<file path="src/rtl/pet_defs.svh">
/*
 Constants of the prescaler and event timer: register indices, reset
 values, field positions and timing counts.
 Assumes byte address = 4 * register index on a 32-bit Avalon-MM bus.
*/
`ifndef PET_DEFS_SVH
`define PET_DEFS_SVH

// ****************************************
// register indices (byte address is 4x)
// ****************************************
`define PET_IDX_IRQ_FLAG 6'h02
`define PET_IDX_MODE 6'h09
`define PET_IDX_PRESET_LOW 6'h0a
`define PET_IDX_PRESET_HIGH 6'h0b
`define PET_IDX_EDGE_SELECT 6'h26

// ****************************************
// field positions and widths
// ****************************************
`define PET_MODE_RELOAD_BIT 3
`define PET_IRQ_FLAG_BIT 0
`define PET_DIV_WIDTH 11
`define PET_CNT_WIDTH 8

// ****************************************
// reset values and the counter all-ones value
// ****************************************
`define PET_MODE_RESET 4'h0
`define PET_EDGE_RESET 2'h0
`define PET_PRESET_LOW_RESET 4'h0
`define PET_DIV_RESET 11'h000
`define PET_CNT_ALL_ONES 8'hff

// ****************************************
// timing counts
// ****************************************
// instruction cycles until a mode write takes effect
`define PET_MODE_DELAY_CYC 2'h2

`endif

</file>
<file path="src/rtl/pet_pkg.sv">
/*
 Types of the prescaler and event timer: selector encodings and the
 packed state of the top module.
 Assumes pet_defs.svh is on the include path.
*/
`include "pet_defs.svh"

package pet_pkg;

   // ****************************************
   // selector encodings
   // ****************************************
   typedef enum logic [2:0] {
      pet_clk_2048 = 3'b000,
      pet_clk_512 = 3'b001,
      pet_clk_128 = 3'b010,
      pet_clk_32 = 3'b011,
      pet_clk_8 = 3'b100,
      pet_clk_4 = 3'b101,
      pet_clk_2 = 3'b110,
      pet_clk_event = 3'b111
   } pet_clk_sel_t;

   typedef enum logic [1:0] {
      pet_edge_none = 2'b00,
      pet_edge_fall = 2'b01,
      pet_edge_rise = 2'b10,
      pet_edge_both = 2'b11
   } pet_edge_t;

   // ****************************************
   // whole module state
   // ****************************************
   typedef struct packed {
      logic [10:0] system_clock_divider;
      logic [3:0] event_timer_mode;
      logic [3:0] pend_mode;
      logic [1:0] pend_cnt;
      pet_edge_t event_edge_select;
      logic [3:0] count_preset_low;
      logic [3:0] count_preset_high;
      logic [7:0] event_timer_counter;
      logic [3:0] low_latch;
      logic event_timer_irq_flag;
      logic pin_sync1;
      logic pin_sync2;
      logic pin_prev;
      logic waitreq;
      logic [31:0] rdata;
   } pet_state_t;

endpackage

</file>
<file path="src/rtl/pet_top.sv">
/*
 Prescaler and 8-bit event timer with an Avalon-MM register slave.
 Assumes one 125 MHz clock where one clock equals one instruction cycle,
 an asynchronous event pin, and stop mode driven by logic on this clock.
*/

`include "pet_defs.svh"

module pet_top (
   input wire logic core_clk_in,
   input wire logic reset_in,
   input wire logic [7:0] avs_address_in,
   input wire logic avs_read_in,
   input wire logic avs_write_in,
   input wire logic [3:0] avs_byteenable_in,
   input wire logic [31:0] avs_writedata_in,
   input wire logic stop_mode_in,
   input wire logic port_function_select_in,
   input wire logic event_pin_in,
   output logic avs_waitrequest_out,
   output logic [31:0] avs_readdata_out,
   output logic event_timer_irq_flag_out
);
   import pet_pkg::*;

   // ****************************************
   // helper functions
   // ****************************************

   // word address match; low byte address bits must be zero
   function automatic logic addr_hit(input logic [7:0] addr,
                                     input logic [5:0] idx);
      addr_hit = (addr[1:0] == 2'h0) && (addr[7:2] == idx);
   endfunction

   // one-cycle tick as the divider carries out of the chosen tap
   function automatic logic tap_tick(input logic [2:0] sel,
                                     input logic [10:0] div);
      case (sel)
         3'b000: tap_tick = &div[10:0];
         3'b001: tap_tick = &div[8:0];
         3'b010: tap_tick = &div[6:0];
         3'b011: tap_tick = &div[4:0];
         3'b100: tap_tick = &div[2:0];
         3'b101: tap_tick = &div[1:0];
         3'b110: tap_tick = div[0];
         default: tap_tick = 1'b0;
      endcase
   endfunction

   // ****************************************
   // state
   // ****************************************
   pet_state_t s;
   pet_state_t next_s;

   logic req;
   logic take;
   logic accept;
   logic wr_ok;
   logic hit_irq;
   logic hit_mode;
   logic hit_low;
   logic hit_high;
   logic hit_edge;
   logic rise;
   logic fall;
   logic edge_tick;
   logic int_tick;
   logic tick;
   logic event_mode;
   logic [2:0] clk_sel;
   logic [7:0] reload_val;

   // ****************************************
   // bus decode
   // ****************************************
   assign req = avs_read_in | avs_write_in;
   // first cycle of a request: sample read data and read side effects
   assign take = req & s.waitreq;
   // second cycle: waitrequest low, the write takes effect here
   assign accept = req & ~s.waitreq;
   assign wr_ok = accept & avs_write_in & avs_byteenable_in[0];
   assign hit_irq = addr_hit(avs_address_in, `PET_IDX_IRQ_FLAG);
   assign hit_mode = addr_hit(avs_address_in, `PET_IDX_MODE);
   assign hit_low = addr_hit(avs_address_in, `PET_IDX_PRESET_LOW);
   assign hit_high = addr_hit(avs_address_in, `PET_IDX_PRESET_HIGH);
   assign hit_edge = addr_hit(avs_address_in, `PET_IDX_EDGE_SELECT);

   // ****************************************
   // count clock selection
   // ****************************************
   assign clk_sel = s.event_timer_mode[2:0];

   // pin edge detect
   // only the second synchroniser stage and its delayed copy are compared
   assign rise = s.pin_sync2 & ~s.pin_prev;
   assign fall = ~s.pin_sync2 & s.pin_prev;

   assign event_mode = (clk_sel == pet_clk_event) & port_function_select_in;

   always_comb begin
      case (s.event_edge_select)
         pet_edge_none: edge_tick = 1'b0;
         pet_edge_fall: edge_tick = fall;
         pet_edge_rise: edge_tick = rise;
         pet_edge_both: edge_tick = rise | fall;
         default: edge_tick = 1'b0;
      endcase
   end

   // period select
   // no int_tick while stopped, since the divider does not advance then
   assign int_tick = ~stop_mode_in & tap_tick(clk_sel,
                                              s.system_clock_divider);

   assign tick = (clk_sel == pet_clk_event) ? (event_mode & edge_tick)
                                            : int_tick;

   assign reload_val = s.event_timer_mode[`PET_MODE_RELOAD_BIT] ?
                       {s.count_preset_high, s.count_preset_low} : 8'h00;

   // ****************************************
   // next state
   // ****************************************
   always_comb begin
      next_s = s;

      if (!stop_mode_in) begin
         next_s.system_clock_divider = s.system_clock_divider + 11'h001;
      end

      next_s.pin_sync1 = event_pin_in;
      next_s.pin_sync2 = s.pin_sync1;
      next_s.pin_prev = s.pin_sync2;

      // ---- bus handshake ----
      // waitrequest drops for exactly one cycle per request
      next_s.waitreq = ~take;

      if (take) begin
         next_s.rdata = 32'h0000_0000;
         if (avs_read_in) begin
            if (hit_irq) begin
               next_s.rdata[`PET_IRQ_FLAG_BIT] = s.event_timer_irq_flag;
            end
            if (hit_high) begin
               next_s.rdata[3:0] = s.event_timer_counter[7:4];
               next_s.low_latch = s.event_timer_counter[3:0];
            end
            if (hit_low) begin
               next_s.rdata[3:0] = s.low_latch;
            end
            // mode and edge select are write-only and read as zero
         end
      end

      // ---- mode register with delayed effect ----
      // two-cycle delay
      if (s.pend_cnt != 2'h0) begin
         next_s.pend_cnt = s.pend_cnt - 2'h1;
         if (s.pend_cnt == 2'h1) begin
            next_s.event_timer_mode = s.pend_mode;
         end
      end
      // mode write
      // a new write restarts the delay and replaces a pending value
      if (wr_ok && hit_mode) begin
         next_s.pend_mode = avs_writedata_in[3:0];
         next_s.pend_cnt = `PET_MODE_DELAY_CYC;
      end

      if (wr_ok && hit_edge) begin
         next_s.event_edge_select = pet_edge_t'(avs_writedata_in[1:0]);
      end

      if (wr_ok && hit_low) begin
         next_s.count_preset_low = avs_writedata_in[3:0];
      end

      // ---- counter ----
      if (wr_ok && hit_high) begin
         // stored low nibble reused
         // a software load wins over a tick in the same cycle
         next_s.count_preset_high = avs_writedata_in[3:0];
         next_s.event_timer_counter = {avs_writedata_in[3:0],
                                       s.count_preset_low};
      end else if (tick) begin
         if (s.event_timer_counter == `PET_CNT_ALL_ONES) begin
            next_s.event_timer_counter = reload_val;
         end else begin
            next_s.event_timer_counter = s.event_timer_counter + 8'h01;
         end
      end

      // ---- interrupt request flag ----
      // software clear
      if (wr_ok && hit_irq && avs_writedata_in[`PET_IRQ_FLAG_BIT]) begin
         next_s.event_timer_irq_flag = 1'b0;
      end
      if (!(wr_ok && hit_high) && tick &&
          (s.event_timer_counter == `PET_CNT_ALL_ONES)) begin
         next_s.event_timer_irq_flag = 1'b1;
      end
   end

   // ****************************************
   // registers
   // ****************************************
   always_ff @(posedge core_clk_in or posedge reset_in) begin
      if (reset_in) begin
         s.system_clock_divider <= `PET_DIV_RESET;
         s.event_timer_mode <= `PET_MODE_RESET;
         s.pend_mode <= `PET_MODE_RESET;
         s.pend_cnt <= 2'h0;
         s.event_edge_select <= pet_edge_none;
         s.count_preset_low <= `PET_PRESET_LOW_RESET;
         // high nibble and counter have no documented value; zero is used
         s.count_preset_high <= 4'h0;
         s.event_timer_counter <= 8'h00;
         s.low_latch <= 4'h0;
         s.event_timer_irq_flag <= 1'b0;
         s.pin_sync1 <= 1'b0;
         s.pin_sync2 <= 1'b0;
         s.pin_prev <= 1'b0;
         s.waitreq <= 1'b1;
         s.rdata <= 32'h0000_0000;
      end else begin
         s <= next_s;
      end
   end

   // ****************************************
   // outputs
   // ****************************************
   assign avs_waitrequest_out = s.waitreq;
   assign avs_readdata_out = s.rdata;
   assign event_timer_irq_flag_out = s.event_timer_irq_flag;

   // the event source must keep more than two cycles from a falling to
   // the next rising edge; the three-flop path adds a fixed latency of
   // about three cycles but drops nothing that meets that spacing

endmodule

</file>
<file path="config.mk">
export PLATFORM = sky130hd
export DESIGN_NAME = pet_top
export DESIGN_NICKNAME = d
export VERILOG_FILES = /design/src/rtl/pet_pkg.sv /design/src/rtl/pet_top.sv
export VERILOG_INCLUDE_DIRS = /design/src /design/src/rtl
export SDC_FILE = /design/constraint.sdc
export NUM_CORES = 1
export LEC_CHECK = 0
export ABC_AREA = 1
export BUFFER_PORTS_ARGS = -buffer_cell sky130_fd_sc_hd__buf_2
export CAP_MARGIN = 0
export CORE_UTILIZATION = 47
export CTS_CLUSTER_DIAMETER = 200
export DETAILED_ROUTE_END_ITERATION = 8
export MAX_ROUTING_LAYER = met4
export PLACE_DENSITY_LB_ADDON = 0.1
export SYNTH_ARGS = -nofsm -noshare
export SYNTH_HDL_FRONTEND = slang
export SYNTH_SLANG_ARGS = --single-unit
export TNS_END_PERCENT = 5
</file>
<file path="constraint.sdc">
create_clock -name core_clk_in -period 2.05 [get_ports core_clk_in]
set_clock_uncertainty 0.15 [all_clocks]
set_input_delay 0.41 -clock core_clk_in [delete_from_list [all_inputs] [get_ports core_clk_in]]
set_output_delay 0.41 -clock core_clk_in [all_outputs]
set_load 0.005 [all_outputs]
</file>
==> metrics.txt, run 1 <==
Initial DRC Count=116; Final Util=between 50% and 60%; clock tree from TritonCTS=done; biggest area contributors in the synthesized netlist=dfrtp_1, nand2_1, buf_4, inv_1, nand3_1; number of detailed-route iterations in the first pass=4; crit path setup slack, layout=approximately 0.019 ns; clock slew seen by the registers of the worst setup and hold paths=around 0.10 ns; ratio of routed vias to standard cells=about 4.7; final hold vios=0; adder-cell share of the synthesized area=around 3.7%; sum of overflow across all layers after global routing=0; first-pass GRT wire length=10200 microns; Inst Count DP=roughly 500; starting density of the core=49.9%; area added between synthesis and finish=11.6%; y dimension of the die=82.2 microns; critical path launch point type=flop; EDFF count, synth=0; row count=28; area of the core=0.00606 sq mm; main flop type after synthesis=dfrtp_1; maximum buffer depth of the clock tree=2; wire length on met1=around 3000 microns; number of buffers created by CTS=5; Power Dens Cells=around 720 mW/mm^2; worst setup path class=flop to flop; post-place instance area=between 0.003 and 0.004 sq mm; leading cell types by count after synthesis=nand2_1, dfrtp_1, inv_1; routed wire length on met2=roughly 2500 microns; mean cell area of the mapped netlist=roughly 7.7 sq um; library cell with the highest instance count after synthesis=nand2_1; largest family of logic cells by synthesized area=simple AND/OR/NAND/NOR gates; Net count, final=~500; VDD IR max=around 0.00061 V; endpoint kind of the worst setup timing path=flop; post-route non-filler standard cell count=508; overall via count from detail_route=2409; clock root cell=clkbuf_8; Synth Cell Area=roughly 0.003 sq mm; clock latency at the later pin of the worst-skew pair=0.31 ns; Req. time, crit path=between 2 and 2.5 ns; average detailed-routed wire length per instance=~12 microns; warnings from Yosys=0; Detail Route met3 WL=about 230 microns; Synth Area in XOR/XNOR=under 10%; Synth async-reset ratio=100%; largest net degree at the start of global routing=29; count of distinct cell types in the synthesized netlist=29; Port Buffers=25; share of Yosys cell area claimed by the top area cell type=between 40 and 50%; achievable frequency=~490 MHz; wirelength, routed=5870 microns; top-level I/O count=85; drt drc=0; residual antenna-violating net count after detailed routing=0; worst endpoint data arrival time=approximately 2.1 ns; post-route cell area=roughly 0.0034 sq mm; share of cell area taken by muxes after synthesis=0%; width of the chip=82.2 microns; classification of the worst-slack hold path=primary input to flop; via count of the first global-routing pass=approximately 2.2k; max layer used=met4; Final Setup Violations=0; CTS H-Tree Depth=2; fraction of the yosys area taken by sequential cells=~43%; post-synthesis compound-gate area fraction=5.29%; unrepaired setup endpoints after global routing=true; Max Slew Vio Count=0; fraction of final layout cells sized beyond drive strength 1=~17%; max-cap check violation count=0; simple-gate share of the synthesized area=between 30 and 40%; CTS Sinks=52; clock period minus final worst setup slack=slightly above 2 ns; floorplan die area=between 0.006 and 0.007 sq mm; CP max FO=7; Final TNS setup=0 ns; result of the run=completed; part of the cycle the worst path needs=between 90 and 100%; cell taking the most area after synthesis=dfrtp_1; global router's overall resource usage=a little over a fifth; # diodes=0; leakage power of the design=~1.9 nW; fill cell total of the finished layout=600; Final Wtd Congestion=between 0.8 and 0.9; worst slack at placement=0.0127 ns; register bit count reported by yosys=52; antenna violations before repair=0; Detailed Place HPWL=between 4000 and 5000 microns; instance count of the mapped netlist=around 390
==> registers in the layout (all words and copies together), names as in the netlist <==
signal	flops
s	41
avs_readdata_out	4
clk_sel	3
next_s	2
avs_waitrequest_out	1
event_timer_irq_flag_out	1
==> kinds of logic (layout without fill, tap and decap cells) <==
family | after synthesis | after routing
AOI/OAI and AO/OA | 31 | 31
xor gates and xnor gates | 9 | 9
adders and majority gates | 9 | 9
buffers and inverters | 79 | 91
DFF | 52 | 52
other | 1 | 28
and+or+nand+nor | 213 | 213
==> critical path, stage by stage (launching register included) <==
cell and delay, ns:
dfrtp_1 0.37, ha_2 0.20, nand3_2 0.09, nor2_2 0.14, inv_1 0.06, nor2_1 0.11, ha_2 0.19, nand3_2 0.07
nand3_2 0.07, nand2_2 0.05, nand2_2 0.07, nand2_4 0.08, buf_12 0.14, nand4_1 0.06, nand2_1 0.06
==> final timing paths <==
kind / cells after the start / slack [ns] / startpoint / to
hold / removal: 1 / 0.05 / event_pin_in / next_s[34]
hold reg to reg: 0 / 0.21 / next_s[34] / next_s[33]
setup / recovery: 14 / 0.02 / s[70] / s[46]
setup reg to reg: 14 / 0.02 / s[70] / s[46]
max in group asynchronous: 4 / 0.81 / reset_in / avs_waitrequest_out
min in group asynchronous: 3 / 0.40 / reset_in / s[76]
==> layout by cell type (no fill, tap or decap), drive strengths merged <==
cell type and instances:
a21oi 2, buf 40, bufinv 1, clkbuf 6, clkinv 2, conb 28
dfrtp 51, dfstp 1, dlygate4sd3 1, ha 9, inv 41, nand2 139
nand3 32, nand3b 2, nand4 13, nor2 24, nor3 3, o211ai 2
o21ai 27, xnor2 5, xor2 4
==> stage by stage <==
stage                     power (mW)  hold WS [ns]
after detailed placement        1.68         0.187
after CTS                       2.44        0.0381
after global placement          1.67         0.184
final                           2.44        0.0457
after global routing            2.59        0.0276
after floorplan                 1.55         0.181
==> final cells by class <==
class                      instances  area [sq um]  share of cell area, %
clock buffer                       6          82.6                   2.45
sequential                        52          1300                   38.6
multi-input combinational        290          1430                   42.3
timing repair buffer              41           273                   8.08
tap                               75          93.8                   2.78
inverter                          42           159                   4.71
clock inverter                     2          38.8                   1.15
==> layer usage <==
layer | up-vias | GRT usage, %
li1 | 1267 | -
met1 | 1081 | 28.4
met2 | 54 | 30.8
met3 | 7 | 3.96
met4 | 0 | 7.37
met5 | - | -
==> power by group <==
group,switching [mW],leakage [nW],internal [mW]
Combinational,0.248,1.10,0.220
Clock,0.353,0.0614,0.400
Sequential,0.0875,0.699,1.13
==> repair_timing <==
action                                 in CTS  in global routing
endpoints found under the hold margin       8                  0
buffers inserted                            0                  1
setup endpoints to repair                   5                  9
resized for setup                           2                  7
hold buffers                                1                  0
pin swaps                                   0                  9
(Power assumes the default switching activity.)
==> run 2, diff against run 1 <==
- CORE_ASPECT_RATIO: unset -> 1.75
==> run 2 against run 1 <==
Wire length is 7.7% higher; largest power group unchanged; register-to-register slack better by 0.02 ns; sequential share of layout area rose by 0.14 points; critical path depth unchanged; total power fell by 5.6%; die area up 0.19%; non-clock buffer count up 2; core utilization down 1.7 points; combinational power rose by 4%; clock-buffer cell count decreased by 1; sequential power hardly changed; worst hold slack worse by 0.0084 ns.
==> metrics.txt, run 2 (synthesis results as in run 1) <==
clock network fraction of design power=26.2% (-4.7 points); Combinational Power Share=21.1% (+1.9 points); CTS Sinks=52 (unchanged); sum of overflow across all layers after global routing=0 (unchanged); starting density of the core=48.6% (-1.3 points); leakage power of the design=1.86 nW (-0.21%); final hold vios=0 (unchanged); global router's overall resource usage=21.2% (+0.36 points); ratio of routed vias to standard cells=4.81 (+1.3%); average detailed-routed wire length per instance=12.3 microns (+6.3%); classification of the worst-slack hold path=primary input to flop; CTS H-Tree Depth=2 (unchanged); clock root cell=clkbuf_8; delay-heaviest family, CP=simple AND/OR/NAND/NOR gates; clock tree from TritonCTS=done; achievable frequency=497 MHz (+0.90%); sequential cell fraction of total power=52.7% (+2.8 points); first-pass GRT wire length=10700 microns (+5.6%); Switch Pwr=709 uW (+3.0%); worst setup path class=flop to flop; overall via count from detail_route=2475 (+2.7%); via count of the first global-routing pass=2348 (+6.4%); Detailed Place HPWL=4740 microns (+5.4%); Net count, final=494 (+0.41%); antenna violations before repair=0 (unchanged); part of the cycle the worst path needs=98.2% (-0.88 points); number of buffers created by CTS=5 (unchanged); largest net degree at the start of global routing=53 (+83%); CP most frequent cell=nand3_2; clock slew seen by the registers of the worst setup and hold paths=0.10 ns (about the same); Cell Int Power=1.59 mW (-9.0%); width of the chip=62.7 microns (-24%); top-level I/O count=85 (unchanged); residual antenna-violating net count after detailed routing=0 (unchanged); result of the run=completed; crit path setup slack, layout=0.0368 ns (+0.0181 ns); row count=38 (+36%); CP max FO=7 (unchanged); Initial DRC Count=108 (-6.9%); Final Setup Violations=0 (unchanged); top library cells by usage in the layout, fill and taps aside=nand2_1, dfrtp_1, inv_1, conb_1; area added between synthesis and finish=11.2%; Req. time, crit path=2.11 ns (about the same); endpoint kind of the worst setup timing path=flop; Switching Fraction=30.8% (+2.6 points); clock period minus final worst setup slack=2.01 ns (-0.0181 ns); drt drc=0 (unchanged); y dimension of the die=108 microns (+32%); Post-Route Hold Slack=0.0374 ns (-0.00839 ns); worst endpoint data arrival time=2.07 ns (about the same); largest reg by FF count=s; Port Buffers=25 (unchanged); floorplan die area=0.00677 sq mm (+0.19%); VDD IR max=0.000718 V (+18%); area of the core=0.00623 sq mm (+2.8%); flip-flop count of the largest register, all copies and words added=41 (unchanged); Power Dens Cells=684 mW/mm^2 (-5.2%); Max Slew Vio Count=0 (unchanged); fraction of final layout cells sized beyond drive strength 1=17.5% (+0.38 points); CP cell instances=ha_2 > nand3_2 > nor2_2 > inv_1 > nor2_1 > ha_2 > nand3_2 > nand3_2 > nand2_1 > nand2_2 > nand2_4 > buf_12 > nand4_1 > nand2_1; # diodes=0 (unchanged); library cell contributing the largest single delay on the critical path=dfrtp_1; worst slack at placement=-0.0814 ns (-0.0941 ns); number of detailed-route iterations in the first pass=4 (unchanged); max-cap check violation count=0 (unchanged); unrepaired setup endpoints after global routing=true; maximum buffer depth of the clock tree=2 (unchanged); delay contributed by the slowest stage of the critical path=0.37 ns (about the same); critical path launch point type=flop; Final Wtd Congestion=0.898 (+8.6%); count of buffer and inverter cells on the critical path=2 (unchanged); fill cell total of the finished layout=648 (+8.0%); clock latency at the later pin of the worst-skew pair=0.32 ns (about the same); wirelength, routed=6330 microns (+7.7%); most frequent standard cell in the layout excluding fill and tap cells=nand2_1
==> run 2: layout make-up <==
cell class	count	area [sq um]	share of cell area (%)
multi-input combinational	290	1430	42.4
sequential	52	1300	38.7
timing repair buffer	43	288	8.55
inverter	42	159	4.72
tap	80	100	2.98
clock buffer	5	68.8	2.05
clock inverter	3	18.8	0.558
==> run 2: repair_timing <==
item | in CTS | in global routing
gates resized for setup | 4 | 5
setup endpoints to repair | 8 | 9
hold endpoints to repair | 51 | 0
buffers inserted | 0 | 3
pin swaps | 1 | 13
hold buffers | 1 | 0
gates cloned | 0 | 0
==> run 2: metrics by stage <==
stage               power (mW)  instance area (sq um)  util (%)  std cells  setup TNS [ns]
floorplan                 1.55                   3130         -        421               0
global placement          1.68                   3210      51.5        503          -0.229
detailed placement        1.70                   3210      51.5        503          -0.282
CTS                       2.31                   3320      53.3        512               0
global route              2.44                   3360      54.0        515          -0.596
finish                    2.30                   3360      54.0        515               0
==> run 2: worst reg2reg max path: stages (launching register included) <==
cell	delay, ns
dfrtp_1	0.37
ha_2	0.19
nand3_2	0.09
nor2_2	0.11
inv_1	0.06
nor2_1	0.11
ha_2	0.19
nand3_2	0.07
nand3_2	0.07
nand2_1	0.05
nand2_2	0.08
nand2_4	0.08
buf_12	0.14
nand4_1	0.07
nand2_1	0.06
==> run 2: final timing paths <==
path                            slack, ns  cells after the start                   to    startpoint
worst min register to register       0.21                      0           next_s[33]    next_s[34]
worst max-delay path                 0.04                     14                s[48]         s[70]
max in group asynchronous            0.93                      4  avs_waitrequest_out      reset_in
worst min-delay path                 0.04                      1           next_s[34]  event_pin_in
worst max register to register       0.04                     14                s[48]         s[70]
min in group asynchronous            0.52                      4  avs_readdata_out[1]      reset_in
==> run 2: power groups by stage <==
stage | Clock [mW] | Sequential [mW] | Combinational (mW)
2_1_floorplan | 0 | 1.22 | 0.325
3_3_place_gp | 0 | 1.22 | 0.456
3_5_place_dp | 0 | 1.23 | 0.469
4_1_cts | 0.625 | 1.21 | 0.475
5_1_grt | 0.658 | 1.22 | 0.563
6_report | 0.603 | 1.21 | 0.486
==> run 2: metal layers <==
metal	track usage, %	up-vias	part of all wire [%]
met5	-	-	0
met4	8.31	0	2.1
met3	3.59	10	3.1
met2	37.0	57	52
met1	23.9	1144	43
li1	-	1264	-
